$ cat config.mk
export PLATFORM = sky130hd
export DESIGN_NAME = mpf_filter
export DESIGN_NICKNAME = d
export VERILOG_FILES = /design/src/rtl/mpf_pkg.sv /design/src/rtl/mpf_filter.sv /design/src/rtl/mpf_mask_bank.sv
export SDC_FILE = /design/constraint.sdc
export NUM_CORES = 1
export LEC_CHECK = 0
export BUFFER_PORTS_ARGS = -buffer_cell sky130_fd_sc_hd__buf_4
export CAP_MARGIN = 0
export CORE_ASPECT_RATIO = 0.8
export CORE_MARGIN = 1.5
export CORE_UTILIZATION = 30
export CTS_CLUSTER_SIZE = 16
export DETAILED_ROUTE_END_ITERATION = 8
export HOLD_SLACK_MARGIN = 0.12
export SLEW_MARGIN = 15
export SYNTH_ARGS = -nofsm -noshare
export SYNTH_HDL_FRONTEND = slang
export SYNTH_SLANG_ARGS = --single-unit
$ cat constraint.sdc
create_clock -name aclk -period 11.4 [get_ports aclk]
set_clock_uncertainty 0.1 [all_clocks]
set_input_delay 2.28 -clock aclk [delete_from_list [all_inputs] [get_ports aclk]]
set_output_delay 2.28 -clock aclk [all_outputs]
set_load 0.01 [all_outputs]
$ cat src/rtl/mpf_pkg.sv
// Package for the multicast port filter: register map, field layout, sizes.
// Assumes a 32-bit AXI4-Lite register bus and a 64-group filter.
package mpf_pkg;
  // ----------------------------------------------------------------------
  // Sizes
  // ----------------------------------------------------------------------
  localparam int MPF_DATA_W = 32;
  localparam int MPF_ADDR_W = 12;
  localparam int MPF_GROUPS = 64;
  localparam int MPF_GRP_W = 6;
  localparam int MPF_TLP_ADDR_W = 64;
  localparam int MPF_NUM_MASKS = 3;

  // ----------------------------------------------------------------------
  // Register offsets (byte addresses)
  // ----------------------------------------------------------------------
  localparam logic [11:0] MPF_OFF_CTRL = 12'h336;
  localparam logic [11:0] MPF_OFF_INDEX = 12'h338;
  localparam logic [11:0] MPF_OFF_EGR_LO = 12'h340;
  localparam logic [11:0] MPF_OFF_EGR_HI = 12'h344;
  localparam logic [11:0] MPF_OFF_BALL_LO = 12'h348;
  localparam logic [11:0] MPF_OFF_BALL_HI = 12'h34c;
  localparam logic [11:0] MPF_OFF_BUT_LO = 12'h350;
  localparam logic [11:0] MPF_OFF_BUT_HI = 12'h354;
  localparam logic [11:0] MPF_OFF_STAT = 12'h360;

  // ----------------------------------------------------------------------
  // Fields and reset values
  // ----------------------------------------------------------------------
  localparam int MPF_CNT_LSB = 0;
  localparam int MPF_EN_BIT = 15;
  localparam int MPF_IDX_LSB = 0;
  localparam logic [31:0] MPF_RST_WORD = 32'h0000_0000;
  localparam logic [1:0] MPF_RESP_OKAY = 2'h0;
  localparam logic [1:0] MPF_RESP_SLVERR = 2'h2;
endpackage

$ cat src/rtl/mpf_filter.sv
// Multicast port filter: per-port egress and ingress group masks.
// Assumes an AXI4-Lite master on aclk and a switch core feeding one packet
// lookup per cycle; lookups answer one cycle after they are offered.
`timescale 1ns/100ps

module mpf_filter
  import mpf_pkg::*;
(
  input wire logic aclk,
  input wire logic aresetn,
  input wire logic ce,
  // AXI4-Lite slave
  input wire logic [11:0] s_axi_awaddr,
  input wire logic s_axi_awvalid,
  output logic s_axi_awready,
  input wire logic [31:0] s_axi_wdata,
  input wire logic [3:0] s_axi_wstrb,
  input wire logic s_axi_wvalid,
  output logic s_axi_wready,
  output logic [1:0] s_axi_bresp,
  output logic s_axi_bvalid,
  input wire logic s_axi_bready,
  input wire logic [11:0] s_axi_araddr,
  input wire logic s_axi_arvalid,
  output logic s_axi_arready,
  output logic [31:0] s_axi_rdata,
  output logic [1:0] s_axi_rresp,
  output logic s_axi_rvalid,
  input wire logic s_axi_rready,
  // Ingress check: packet received on this port
  input wire logic ing_valid,
  input wire logic [63:0] ing_addr,
  input wire logic ing_untranslated,
  output logic ing_done,
  output logic ing_blocked,
  // Egress check: packet on the internal virtual bus
  input wire logic egr_valid,
  input wire logic [63:0] egr_addr,
  input wire logic egr_from_this_port,
  input wire logic egr_ingress_blocked,
  output logic egr_done,
  output logic egr_forward
);
  // ----------------------------------------------------------------------
  // Helpers
  // ----------------------------------------------------------------------
  // Control halfword sits in the upper half of its aligned word
  localparam logic [11:0] CTRL_WORD = {MPF_OFF_CTRL[11:2], 2'b00};
  localparam int CTRL_SHIFT = 8 * int'(MPF_OFF_CTRL[1:0]);
  // Word index of a mask register, or 7 when not a mask register
  function automatic logic [2:0] mpf_mask_idx(input logic [11:0] a);
    case (a)
      MPF_OFF_EGR_LO: mpf_mask_idx = 3'h0;
      MPF_OFF_EGR_HI: mpf_mask_idx = 3'h1;
      MPF_OFF_BALL_LO: mpf_mask_idx = 3'h2;
      MPF_OFF_BALL_HI: mpf_mask_idx = 3'h3;
      MPF_OFF_BUT_LO: mpf_mask_idx = 3'h4;
      MPF_OFF_BUT_HI: mpf_mask_idx = 3'h5;
      default: mpf_mask_idx = 3'h7;
    endcase
  endfunction

  // Group number at the index position of a packet address
  function automatic logic [5:0] mpf_group(input logic [63:0] a,
                                           input logic [5:0] pos);
    logic [63:0] s;
    s = a >> pos;
    mpf_group = s[5:0];
  endfunction

  // ----------------------------------------------------------------------
  // State
  // ----------------------------------------------------------------------
  logic [5:0] count_reg, count_next;
  logic enable_reg, enable_next;
  logic [5:0] index_reg, index_next;
  logic [31:0] blk_cnt_reg, blk_cnt_next;
  logic aw_held_reg, aw_held_next;
  logic [11:0] aw_addr_reg, aw_addr_next;
  logic w_held_reg, w_held_next;
  logic [31:0] w_data_reg, w_data_next;
  logic [3:0] w_strb_reg, w_strb_next;
  logic bvalid_reg, bvalid_next;
  logic [1:0] bresp_reg, bresp_next;
  logic rvalid_reg, rvalid_next;
  logic [1:0] rresp_reg, rresp_next;
  logic rd_src_reg, rd_src_next;
  logic [31:0] rd_word_reg, rd_word_next;
  logic [2:0] rd_idx_reg, rd_idx_next;
  logic ing_done_reg, ing_done_next;
  logic ing_blk_reg, ing_blk_next;
  logic egr_done_reg, egr_done_next;
  logic egr_fwd_reg, egr_fwd_next;

  logic do_write;
  logic [2:0] wr_idx;
  logic [2:0] rd_idx;
  logic [2:0] ar_idx;
  logic [31:0] bank_rd;
  logic [6*32-1:0] words;
  logic [63:0] egr_mask, ball_mask, but_mask;
  logic [63:0] live_groups;

  // ----------------------------------------------------------------------
  // Mask memory
  // ----------------------------------------------------------------------
  mpf_mask_bank mpf_mask_bank_inst (
    .aclk(aclk),
    .aresetn(aresetn),
    .ce(ce),
    .wr_en(do_write),
    .wr_idx(wr_idx),
    .wr_data(w_data_reg),
    .wr_strb(w_strb_reg),
    .rd_idx(rd_idx),
    .rd_data(bank_rd),
    .all_words(words)
  );

  // Low word carries groups 0-31, high word groups 32-63
  assign egr_mask = {words[1*32 +: 32], words[0*32 +: 32]};
  assign ball_mask = {words[3*32 +: 32], words[2*32 +: 32]};
  assign but_mask = {words[5*32 +: 32], words[4*32 +: 32]};

  // Group g is live only with enable set and g <= count field
  always_comb
  begin
    for (int g = 0; g < MPF_GROUPS; g++)
      live_groups[g] = enable_reg && (6'(g) <= count_reg);
  end

  // ----------------------------------------------------------------------
  // AXI4-Lite write path
  // ----------------------------------------------------------------------
  // Address and data are latched independently; write fires once both held and no write response is pending
  assign s_axi_awready = ce && !aw_held_reg;
  assign s_axi_wready = ce && !w_held_reg;
  assign do_write = ce && aw_held_reg && w_held_reg && !bvalid_reg;
  assign wr_idx = mpf_mask_idx(aw_addr_reg);

  always_comb
  begin
    aw_held_next = aw_held_reg;
    aw_addr_next = aw_addr_reg;
    w_held_next = w_held_reg;
    w_data_next = w_data_reg;
    w_strb_next = w_strb_reg;
    bvalid_next = bvalid_reg;
    bresp_next = bresp_reg;
    count_next = count_reg;
    enable_next = enable_reg;
    index_next = index_reg;
    if (s_axi_awvalid && !aw_held_reg)
    begin
      aw_held_next = 1'b1;
      aw_addr_next = {s_axi_awaddr[11:2], 2'b00};
    end
    if (s_axi_wvalid && !w_held_reg)
    begin
      w_held_next = 1'b1;
      w_data_next = s_axi_wdata;
      w_strb_next = s_axi_wstrb;
    end
    if (do_write)
    begin
      aw_held_next = 1'b0;
      w_held_next = 1'b0;
      bvalid_next = 1'b1;
      bresp_next = MPF_RESP_OKAY;
      case (aw_addr_reg)
        // Control word: count and enable live in the upper halfword
        CTRL_WORD:
        begin
          if (w_strb_reg[(CTRL_SHIFT + MPF_CNT_LSB) / 8])
            count_next = w_data_reg[CTRL_SHIFT + MPF_CNT_LSB +: MPF_GRP_W];
          if (w_strb_reg[(CTRL_SHIFT + MPF_EN_BIT) / 8])
            enable_next = w_data_reg[CTRL_SHIFT + MPF_EN_BIT];
        end
        MPF_OFF_INDEX:
          if (w_strb_reg[0])
            index_next = w_data_reg[MPF_IDX_LSB +: MPF_GRP_W];
        MPF_OFF_STAT:
          bresp_next = MPF_RESP_OKAY;
        default:
          if (wr_idx == 3'h7)
            bresp_next = MPF_RESP_SLVERR;
      endcase
    end
    if (bvalid_reg && s_axi_bready)
      bvalid_next = 1'b0;
  end

  // ----------------------------------------------------------------------
  // AXI4-Lite read path
  // ----------------------------------------------------------------------
  // Both read sources are flops; the bank index is held while rvalid so
  // rdata stands, though a write to that word meanwhile shows through
  assign s_axi_arready = ce && !rvalid_reg;
  assign ar_idx = mpf_mask_idx({s_axi_araddr[11:2], 2'b00});
  assign rd_idx = rvalid_reg ? rd_idx_reg : ar_idx;

  always_comb
  begin
    rvalid_next = rvalid_reg;
    rresp_next = rresp_reg;
    rd_src_next = rd_src_reg;
    rd_word_next = rd_word_reg;
    rd_idx_next = rd_idx_reg;
    if (s_axi_arvalid && !rvalid_reg)
    begin
      rvalid_next = 1'b1;
      rresp_next = MPF_RESP_OKAY;
      rd_idx_next = ar_idx;
      rd_src_next = (ar_idx != 3'h7);
      case ({s_axi_araddr[11:2], 2'b00})
        CTRL_WORD:
          rd_word_next = (32'(count_reg) << (CTRL_SHIFT + MPF_CNT_LSB))
            | (32'(enable_reg) << (CTRL_SHIFT + MPF_EN_BIT));
        MPF_OFF_INDEX:
          rd_word_next = 32'(index_reg) << MPF_IDX_LSB;
        MPF_OFF_STAT:
          rd_word_next = blk_cnt_reg;
        default:
        begin
          rd_word_next = MPF_RST_WORD;
          if (ar_idx == 3'h7)
            rresp_next = MPF_RESP_SLVERR;
        end
      endcase
    end
    else if (rvalid_reg && s_axi_rready)
      rvalid_next = 1'b0;
  end

  assign s_axi_rdata = rd_src_reg ? bank_rd : rd_word_reg;
  assign s_axi_rresp = rresp_reg;
  assign s_axi_rvalid = rvalid_reg;
  assign s_axi_bvalid = bvalid_reg;
  assign s_axi_bresp = bresp_reg;

  // ----------------------------------------------------------------------
  // Packet lookups
  // ----------------------------------------------------------------------
  // Ingress: block masks judge packets arriving on this port; egress: the
  // receive mask picks packets off the virtual bus for this port.
  always_comb
  begin
    logic [5:0] ig;
    logic [5:0] eg;
    ig = mpf_group(ing_addr, index_reg);
    eg = mpf_group(egr_addr, index_reg);
    ing_done_next = ing_valid;
    ing_blk_next = 1'b0;
    blk_cnt_next = blk_cnt_reg;
    if (ing_valid && live_groups[ig])
    begin
      if (ball_mask[ig])
        ing_blk_next = 1'b1;
      if (ing_untranslated && but_mask[ig])
        ing_blk_next = 1'b1;
    end
    if (ing_blk_next)
      blk_cnt_next = blk_cnt_reg + 32'h0000_0001;
    egr_done_next = egr_valid;
    egr_fwd_next = egr_valid && live_groups[eg] && egr_mask[eg]
      && !egr_from_this_port
      && !egr_ingress_blocked;
  end

  assign ing_done = ing_done_reg;
  assign ing_blocked = ing_blk_reg;
  assign egr_done = egr_done_reg;
  assign egr_forward = egr_fwd_reg;

  // ----------------------------------------------------------------------
  // Registers
  // ----------------------------------------------------------------------
  // Clock enable low freezes everything, bus handshakes included
  always_ff @(posedge aclk)
  begin
    if (!aresetn)
    begin
      count_reg <= 6'h00;
      enable_reg <= 1'b0;
      index_reg <= 6'h00;
      blk_cnt_reg <= MPF_RST_WORD;
      aw_held_reg <= 1'b0;
      aw_addr_reg <= 12'h000;
      w_held_reg <= 1'b0;
      w_data_reg <= MPF_RST_WORD;
      w_strb_reg <= 4'h0;
      bvalid_reg <= 1'b0;
      bresp_reg <= MPF_RESP_OKAY;
      rvalid_reg <= 1'b0;
      rresp_reg <= MPF_RESP_OKAY;
      rd_src_reg <= 1'b0;
      rd_word_reg <= MPF_RST_WORD;
      rd_idx_reg <= 3'h0;
      ing_done_reg <= 1'b0;
      ing_blk_reg <= 1'b0;
      egr_done_reg <= 1'b0;
      egr_fwd_reg <= 1'b0;
    end
    else if (ce)
    begin
      count_reg <= count_next;
      enable_reg <= enable_next;
      index_reg <= index_next;
      blk_cnt_reg <= blk_cnt_next;
      aw_held_reg <= aw_held_next;
      aw_addr_reg <= aw_addr_next;
      w_held_reg <= w_held_next;
      w_data_reg <= w_data_next;
      w_strb_reg <= w_strb_next;
      bvalid_reg <= bvalid_next;
      bresp_reg <= bresp_next;
      rvalid_reg <= rvalid_next;
      rresp_reg <= rresp_next;
      rd_src_reg <= rd_src_next;
      rd_word_reg <= rd_word_next;
      rd_idx_reg <= rd_idx_next;
      ing_done_reg <= ing_done_next;
      ing_blk_reg <= ing_blk_next;
      egr_done_reg <= egr_done_next;
      egr_fwd_reg <= egr_fwd_next;
    end
  end
endmodule

$ cat src/rtl/mpf_mask_bank.sv
// Mask memory of the multicast port filter: three 64-bit masks as words.
// Assumes one writer and one reader; read data registered one cycle late.
`timescale 1ns/100ps
module mpf_mask_bank
  import mpf_pkg::*;
#(
  parameter int WORDS = 2 * MPF_NUM_MASKS
)
(
  input wire logic aclk,
  input wire logic aresetn,
  input wire logic ce,
  input wire logic wr_en,
  input wire logic [2:0] wr_idx,
  input wire logic [31:0] wr_data,
  input wire logic [3:0] wr_strb,
  input wire logic [2:0] rd_idx,
  output logic [31:0] rd_data,
  output logic [WORDS*32-1:0] all_words
);
  logic [31:0] mem_reg [WORDS];
  logic [31:0] mem_next [WORDS];
  logic [31:0] rd_reg;
  logic [31:0] rd_next;

  // ----------------------------------------------------------------------
  // Word storage with byte strobes
  // ----------------------------------------------------------------------
  always_comb
  begin
    for (int w = 0; w < WORDS; w++)
    begin
      mem_next[w] = mem_reg[w];
      for (int b = 0; b < 4; b++)
        if (wr_en && wr_idx == 3'(w) && wr_strb[b])
          mem_next[w][b*8 +: 8] = wr_data[b*8 +: 8];
    end
    rd_next = (rd_idx < 3'(WORDS)) ? mem_reg[rd_idx] : MPF_RST_WORD;
  end

  always_ff @(posedge aclk)
  begin
    if (!aresetn)
    begin
      for (int w = 0; w < WORDS; w++)
        mem_reg[w] <= MPF_RST_WORD;
      rd_reg <= MPF_RST_WORD;
    end
    else if (ce)
    begin
      mem_reg <= mem_next;
      rd_reg <= rd_next;
    end
  end

  assign rd_data = rd_reg;

  // Flat view for the filter logic
  genvar g;
  generate
    for (g = 0; g < WORDS; g++)
    begin : gen_flat
      assign all_words[g*32 +: 32] = mem_reg[g];
    end
  endgenerate
endmodule

After elaboration in Yosys (flattened, before gate mapping)
Cells that the tools add are included.
{"block": "totals", "regBits": 363, "in_bits": 201, "output_inout_bits": 45, "word_cells": 338}
{"block": "classes", "add_sub_neg": 1, "magnitude_cmp": 68, "eq_ne": 26, "shifts": 2, "muxes": 34, "bitwise": 2, "n_reduce_logical": 160}
{"operator": "6-bit <= comparator, first input constant", "n": 32}
{"operator": "10-bit by 8-bit == test with 1-bit output, second input constant", "n": 18}
{"operator": "32-bit two-way mux", "n": 4}
{"operator": "64-bit by 6-bit right shift with 6-bit output", "n": 2}
{"operator": "1-bit logical AND", "n": 111}
{"operator": "32-bit binary-select mux with 3-bit select", "n": 1}
{"operator": "5-bit by 6-bit <= comparator with 1-bit output, first input constant", "n": 16}
{"operator": "32-bit case mux with 3 select lines", "n": 1}
{"operator": "2-bit AND reduction", "n": 33}
{"operator": "4-bit by 6-bit <= comparator with 1-bit output, first input constant", "n": 8}
{"operator": "3-bit case mux with 6 select lines", "n": 2}
{"operator": "32-bit by 1-bit adder with 32-bit output, second input constant", "n": 1}
{"operator": "22-bit by 32-bit bitwise OR with 32-bit output", "n": 1}
{"operator": "1-bit binary-select mux with 6-bit select", "n": 5}
{"operator": "3-bit by 6-bit <= comparator with 1-bit output, first input constant", "n": 4}
{"operator": "1-bit two-way mux", "n": 16}
{"operator": "6-bit by 7-bit less-than comparator with 1-bit output, second input constant", "n": 2}
{"operator": "3-bit == test, second input constant", "n": 4}
{"operator": "1-bit by 6-bit <= comparator with 1-bit output, first input constant", "n": 2}
{"operator": "2-bit by 6-bit <= comparator with 1-bit output, first input constant", "n": 2}
{"operator": "4-bit AND reduction", "n": 3}
{"operator": "2-bit two-way mux", "n": 4}
{"operator": "2-bit nonzero test", "n": 4}
{"operator": "3-bit by 2-bit == test with 1-bit output, second input constant", "n": 2}
{"operator": "other kinds (9)", "n": 15}

Longest topological paths before layout
{"block": "logic_depth", "depth_word": 8, "ltp_mapped": 24, "mapped_depth_nobuf": 12}

Cells and area by module
Synthesis repeated with hierarchy kept, for this count alone.
{"block": "unflattened", "cells_unflattened": 2848, "area_unflattened_um2": 24408.4}
{"mod": "mpf_filter", "n_inst": 1, "cells_per_inst": 1722, "area_per_inst_um2": 14176.1, "seq_area_each_um2": 2742.6}
{"mod": "mpf_mask_bank", "n_inst": 1, "cells_per_inst": 1126, "area_per_inst_um2": 10232.3, "seq_area_each_um2": 4484.3}

Worst setup path after synthesis
OpenSTA, ideal clock, no wires.
{"block": "synth_path", "path_type": "in2reg", "from": "input ing_addr[49]", "to": "register blk_cnt_reg[28]", "arrival_time_ns": 5.907, "slack_ns": 5.323, "path_stages": 16, "n_path_buf": 5, "cell_sequence": "mux4_2 -> a32oi_1 -> o311ai_1 -> a21oi_2 -> or2_0 -> clkbuf_1 -> buf_2 -> buf_1 -> a31oi_1 -> o311ai_0 -> a311oi_1 -> or4b_1 -> buf_2 -> buf_6 -> or4_1 -> a21oi_1"}
{"block": "synth_via", "elab_chain_len": 7, "word_cells_on_any_way": 13}
{"item": "start: declaration", "line": "mpf_filter.sv:32", "text": "input wire logic [63:0] ing_addr,"}
{"item": "64-bit by 6-bit right shift with 6-bit output (*)", "line": "mpf_filter.sv:67", "text": "s = a >> pos;"}
{"item": "1-bit binary-select mux with 6-bit select, on equally long branches", "line": "mpf_filter.sv:257, mpf_filter.sv:259"}
{"item": "1-bit two-way mux, on equally long branches", "line": "mpf_filter.sv:257, mpf_filter.sv:259"}
{"item": "1-bit two-way mux or 1-bit logical AND (tied branches)", "line": "mpf_filter.sv:257, mpf_filter.sv:259"}
{"item": "1-bit two-way mux", "line": "mpf_filter.sv:259", "text": "if (ing_untranslated && but_mask[ig])"}
{"item": "1-bit two-way mux (*)", "line": "mpf_filter.sv:255", "text": "if (ing_valid && live_groups[ig])"}
{"item": "2-bit AND reduction (no source line) (*)"}
{"item": "end signal: assignment", "line": "mpf_filter.sv:309", "text": "blk_cnt_reg <= blk_cnt_next;"}
{"item": "end: declaration", "line": "mpf_filter.sv:77", "text": "logic [31:0] blk_cnt_reg, blk_cnt_next;"}
Every way passes the cells marked *; elsewhere a longest branch is shown, timed or not. The select of a mux whose other input is x is not followed.
A chain may end at the register's enable or synchronous reset.

Worst setup path after layout
{"block": "layout_path", "from": "input ing_addr[47]", "to": "register blk_cnt_reg[19]"}
Same word-level chain as after synthesis.

==> impl_results.md <==
- H-tree levels: 2
- Max Cap Viol: 0
- Slowest CP cell: or4b_1
- Maximum clock path buffer count: 3
- Crit path from: ing_addr[47]
- Total CTS buffers: 39
- Register area share after synthesis: 0.304
- Ports: 246
- Final ANT Viol Nets: 0
- Setup TNS: 0 ns
- DRC: 0
- Total number of yosys warnings: 0
- Final worst slack: 3.63 ns
- Gate Count Post-Synth: 2822
- Top layer in use: met4
- Top-count cell post-synth: nand2_1
- Fmax achieved: 0.129 GHz
- Avg Cell Area, Syn: 8.41 um^2
- Vias post-DR: 23100
- Drt total wl: 90.8 mm
- PD cells: 108 nW/um^2
- CTS Hold Bufs: 0
- Die Y-Extent: 255 um
- WP data required: 11.73 ns
- CP endpoint kind: register
- Crit-path max cell delay: 1.04 ns
- HP Start: rd_word_reg[9]$_SDFFE_PN0P_
- RSZ-0062 raised after global routing: no
- WL met1: 40.4 mm
- Slew @ Worst Pin: 1.20 ns
- Drt wl/cell: 22.9 um
- Number of synthesized flops with an enable pin: 0
- Largest net degree at the start of global routing: 91
- First-pass GRT wire length: 136 mm
- Synth async-reset ratio: 0
- Antenna violations before repair: 1
- Initial Utilization: 0.302
- Die area: 80800 um^2
- Hold Crit Class: reg2reg
- Core ar.: 78500 um^2
- Post-CTS setup buffers: 0
- List of most frequent post-synthesis cells: 620 x nand2_1, 361 x dfxtp_1, 325 x a21oi_1
- Gpl congestion: 0.985
- Ranking of synthesized cells by area: dfxtp_1 30%, mux4_2 15%, nand2_1 9.8%
- # nets final: 3103
- Drt pass-1 iters: 6
- Final setup vio count: 0
- Non-Filler Instances: 3964
- CTS tree: done
- Reg clk slew, reported paths: 0.06 ns
- Layout Utilization: 0.350
- Max FFs per register: 192
- Post-CTS Resized: 0
- Post-place setup slack: 3.40 ns
- Share of cells above drive strength 1: 0.212
- Cell variety after synth: 84
- Worst r2r src: index_reg[1]$_SDFFE_PN0P_
- Worst setup path category: in2reg
- P_leak: 9.06 nW
- Rows: 92
- Crit-path cells: buf_4, mux4_2, mux2i_1, a21oi_1, a22oi_4, buf_4, nor2_1, o21bai_1, a31oi_1, o311ai_0, a311oi_1, or4b_1, or4_1, mux2i_1
- CP Launch Type: input pin
- Leading area contributor after synthesis: dfxtp_1
- Root buf cell: clkbuf_16
- Min Tclk post-route: 7.77 ns
- Placed cells: 3894
- Vias per cell: 5.82
- Final slew viol count: 0
- Top FF cell, synth: dfxtp_1
- Die X: 318 um
- Synthesized flop and latch total: 361
- Clock sink total: 361
- Wire length on met2: 37.9 mm
- Met3 WL: 10.0 mm
- Area of the mapped netlist: 23700 um^2
- Crit path max fanout: 36
- Post-DP HPWL: 65.4 mm
- Final hold vios: 0
- VDD IR max: 96.4 uV
- Area Growth Syn to Fin: 15.7%
- Worst skew pair latency: 0.56 ns
- CP Data Arrival Time: 8.10 ns
- Total grt overflow: 0
- Port Buf Inserts: 239
- Status: finished clean
- Synth top area share: 0.304
- Starting DRT DRC Count: 2817
- Post-route clock period utilization: 0.682
- Vias in the first global route: 21000
- Slew HR: 0.191
- Global router's overall resource usage: 0.217
## area by class of cell
type / instances / area (um^2)
multi-input cells: 2203 / 15400
clock buffers: 63 / 1240
diodes: 1 / 2.50
repair buffers: 276 / 2070
fillers: 8264 / 51000
clock inverters: 6 / 101
well taps: 1034 / 1290
inverters: 20 / 82.6
flip-flops and latches: 361 / 7240
## logic make-up (layout without fill, tap and decap cells)
logic type               count (synthesis)  count (layout)  share of synthesized area
AO/OA/AOI/OAI                          675             675                      0.181
adder cells (fa/ha/maj)                  3               3                    0.00137
buffers and inverters                  259             365                     0.0480
flip-flops                             361             361                      0.304
multiplexers                           406             406                      0.258
other                                    1               3                   0.000158
AND/OR/NAND/NOR                       1117            1117                      0.207
## path summary, 6_finish.rpt
check	endpoint	slack, ns	depth (start not counted)
worst min register to register	rd_word_reg[9]$_SDFFE_PN0P_	0.35	2
worst max-delay path	blk_cnt_reg[19]$_SDFFE_PN0P_	3.63	14
worst min-delay path	rd_word_reg[9]$_SDFFE_PN0P_	0.35	2
worst max register to register	blk_cnt_reg[19]$_SDFFE_PN0P_	3.66	14
## layer usage
layer | GRT usage | vias up
met5 | 0 | -
li1 | - | 10600
met3 | 0.0563 | 138
met1 | 0.317 | 11200
met2 | 0.314 | 1211
met4 | 0.0551 | 0
## critical path, delay by kind of cell
family          cells  cell delay (ns)
mux                 3             0.99
simple gates        3             1.90
compound gates      6             2.36
buf+inv             2             0.53
## metrics by stage
stage                     power (mW)  cell area (um^2)  hold WS (ns)
after floorplan                 1.51             23700         0.329
after global placement          1.67             26100         0.336
after global routing            3.07             27500         0.371
after CTS                       2.99             27500         0.350
after detailed placement        1.67             26100         0.342
final                           2.98             27500         0.349
## layout by cell type (no fill, tap or decap), types with 5 or more instances in the layout
cell type  count
or4_1         13
o211ai_1      21
nor4_1        13
a311oi_1       9
nand2b_1      43
buf_4        276
o22ai_1        5
or2_2          9
a2111oi_0     11
clkbuf_1       9
a211o_1        8
a31oi_1       16
nor3b_1       11
a22oi_1       48
nor2_1       160
and2_1        16
mux2_2        98
or3_1          6
mux2i_1      153
o31ai_1       14
a21o_1        13
mux4_2       154
o21ai_0       49
nor3_1        38
inv_1         14
clkbuf_8      13
a221oi_1      32
clkbuf_16     41
a211oi_1      47
nand4_1       20
nand3_1      109
nor2b_1       23
dfxtp_1      357
and3_1        14
a32oi_1        8
nand2_1      620
a21oi_1      325
o311ai_0       7
## where the power goes
part,switching [mW],total (mW),internal (mW)
Sequential,0.0262,1.31,1.28
Clock,0.543,1.33,0.791
Combinational,0.199,0.341,0.143
Total,0.768,2.98,2.21
Power figures use the tool's default switching activity.
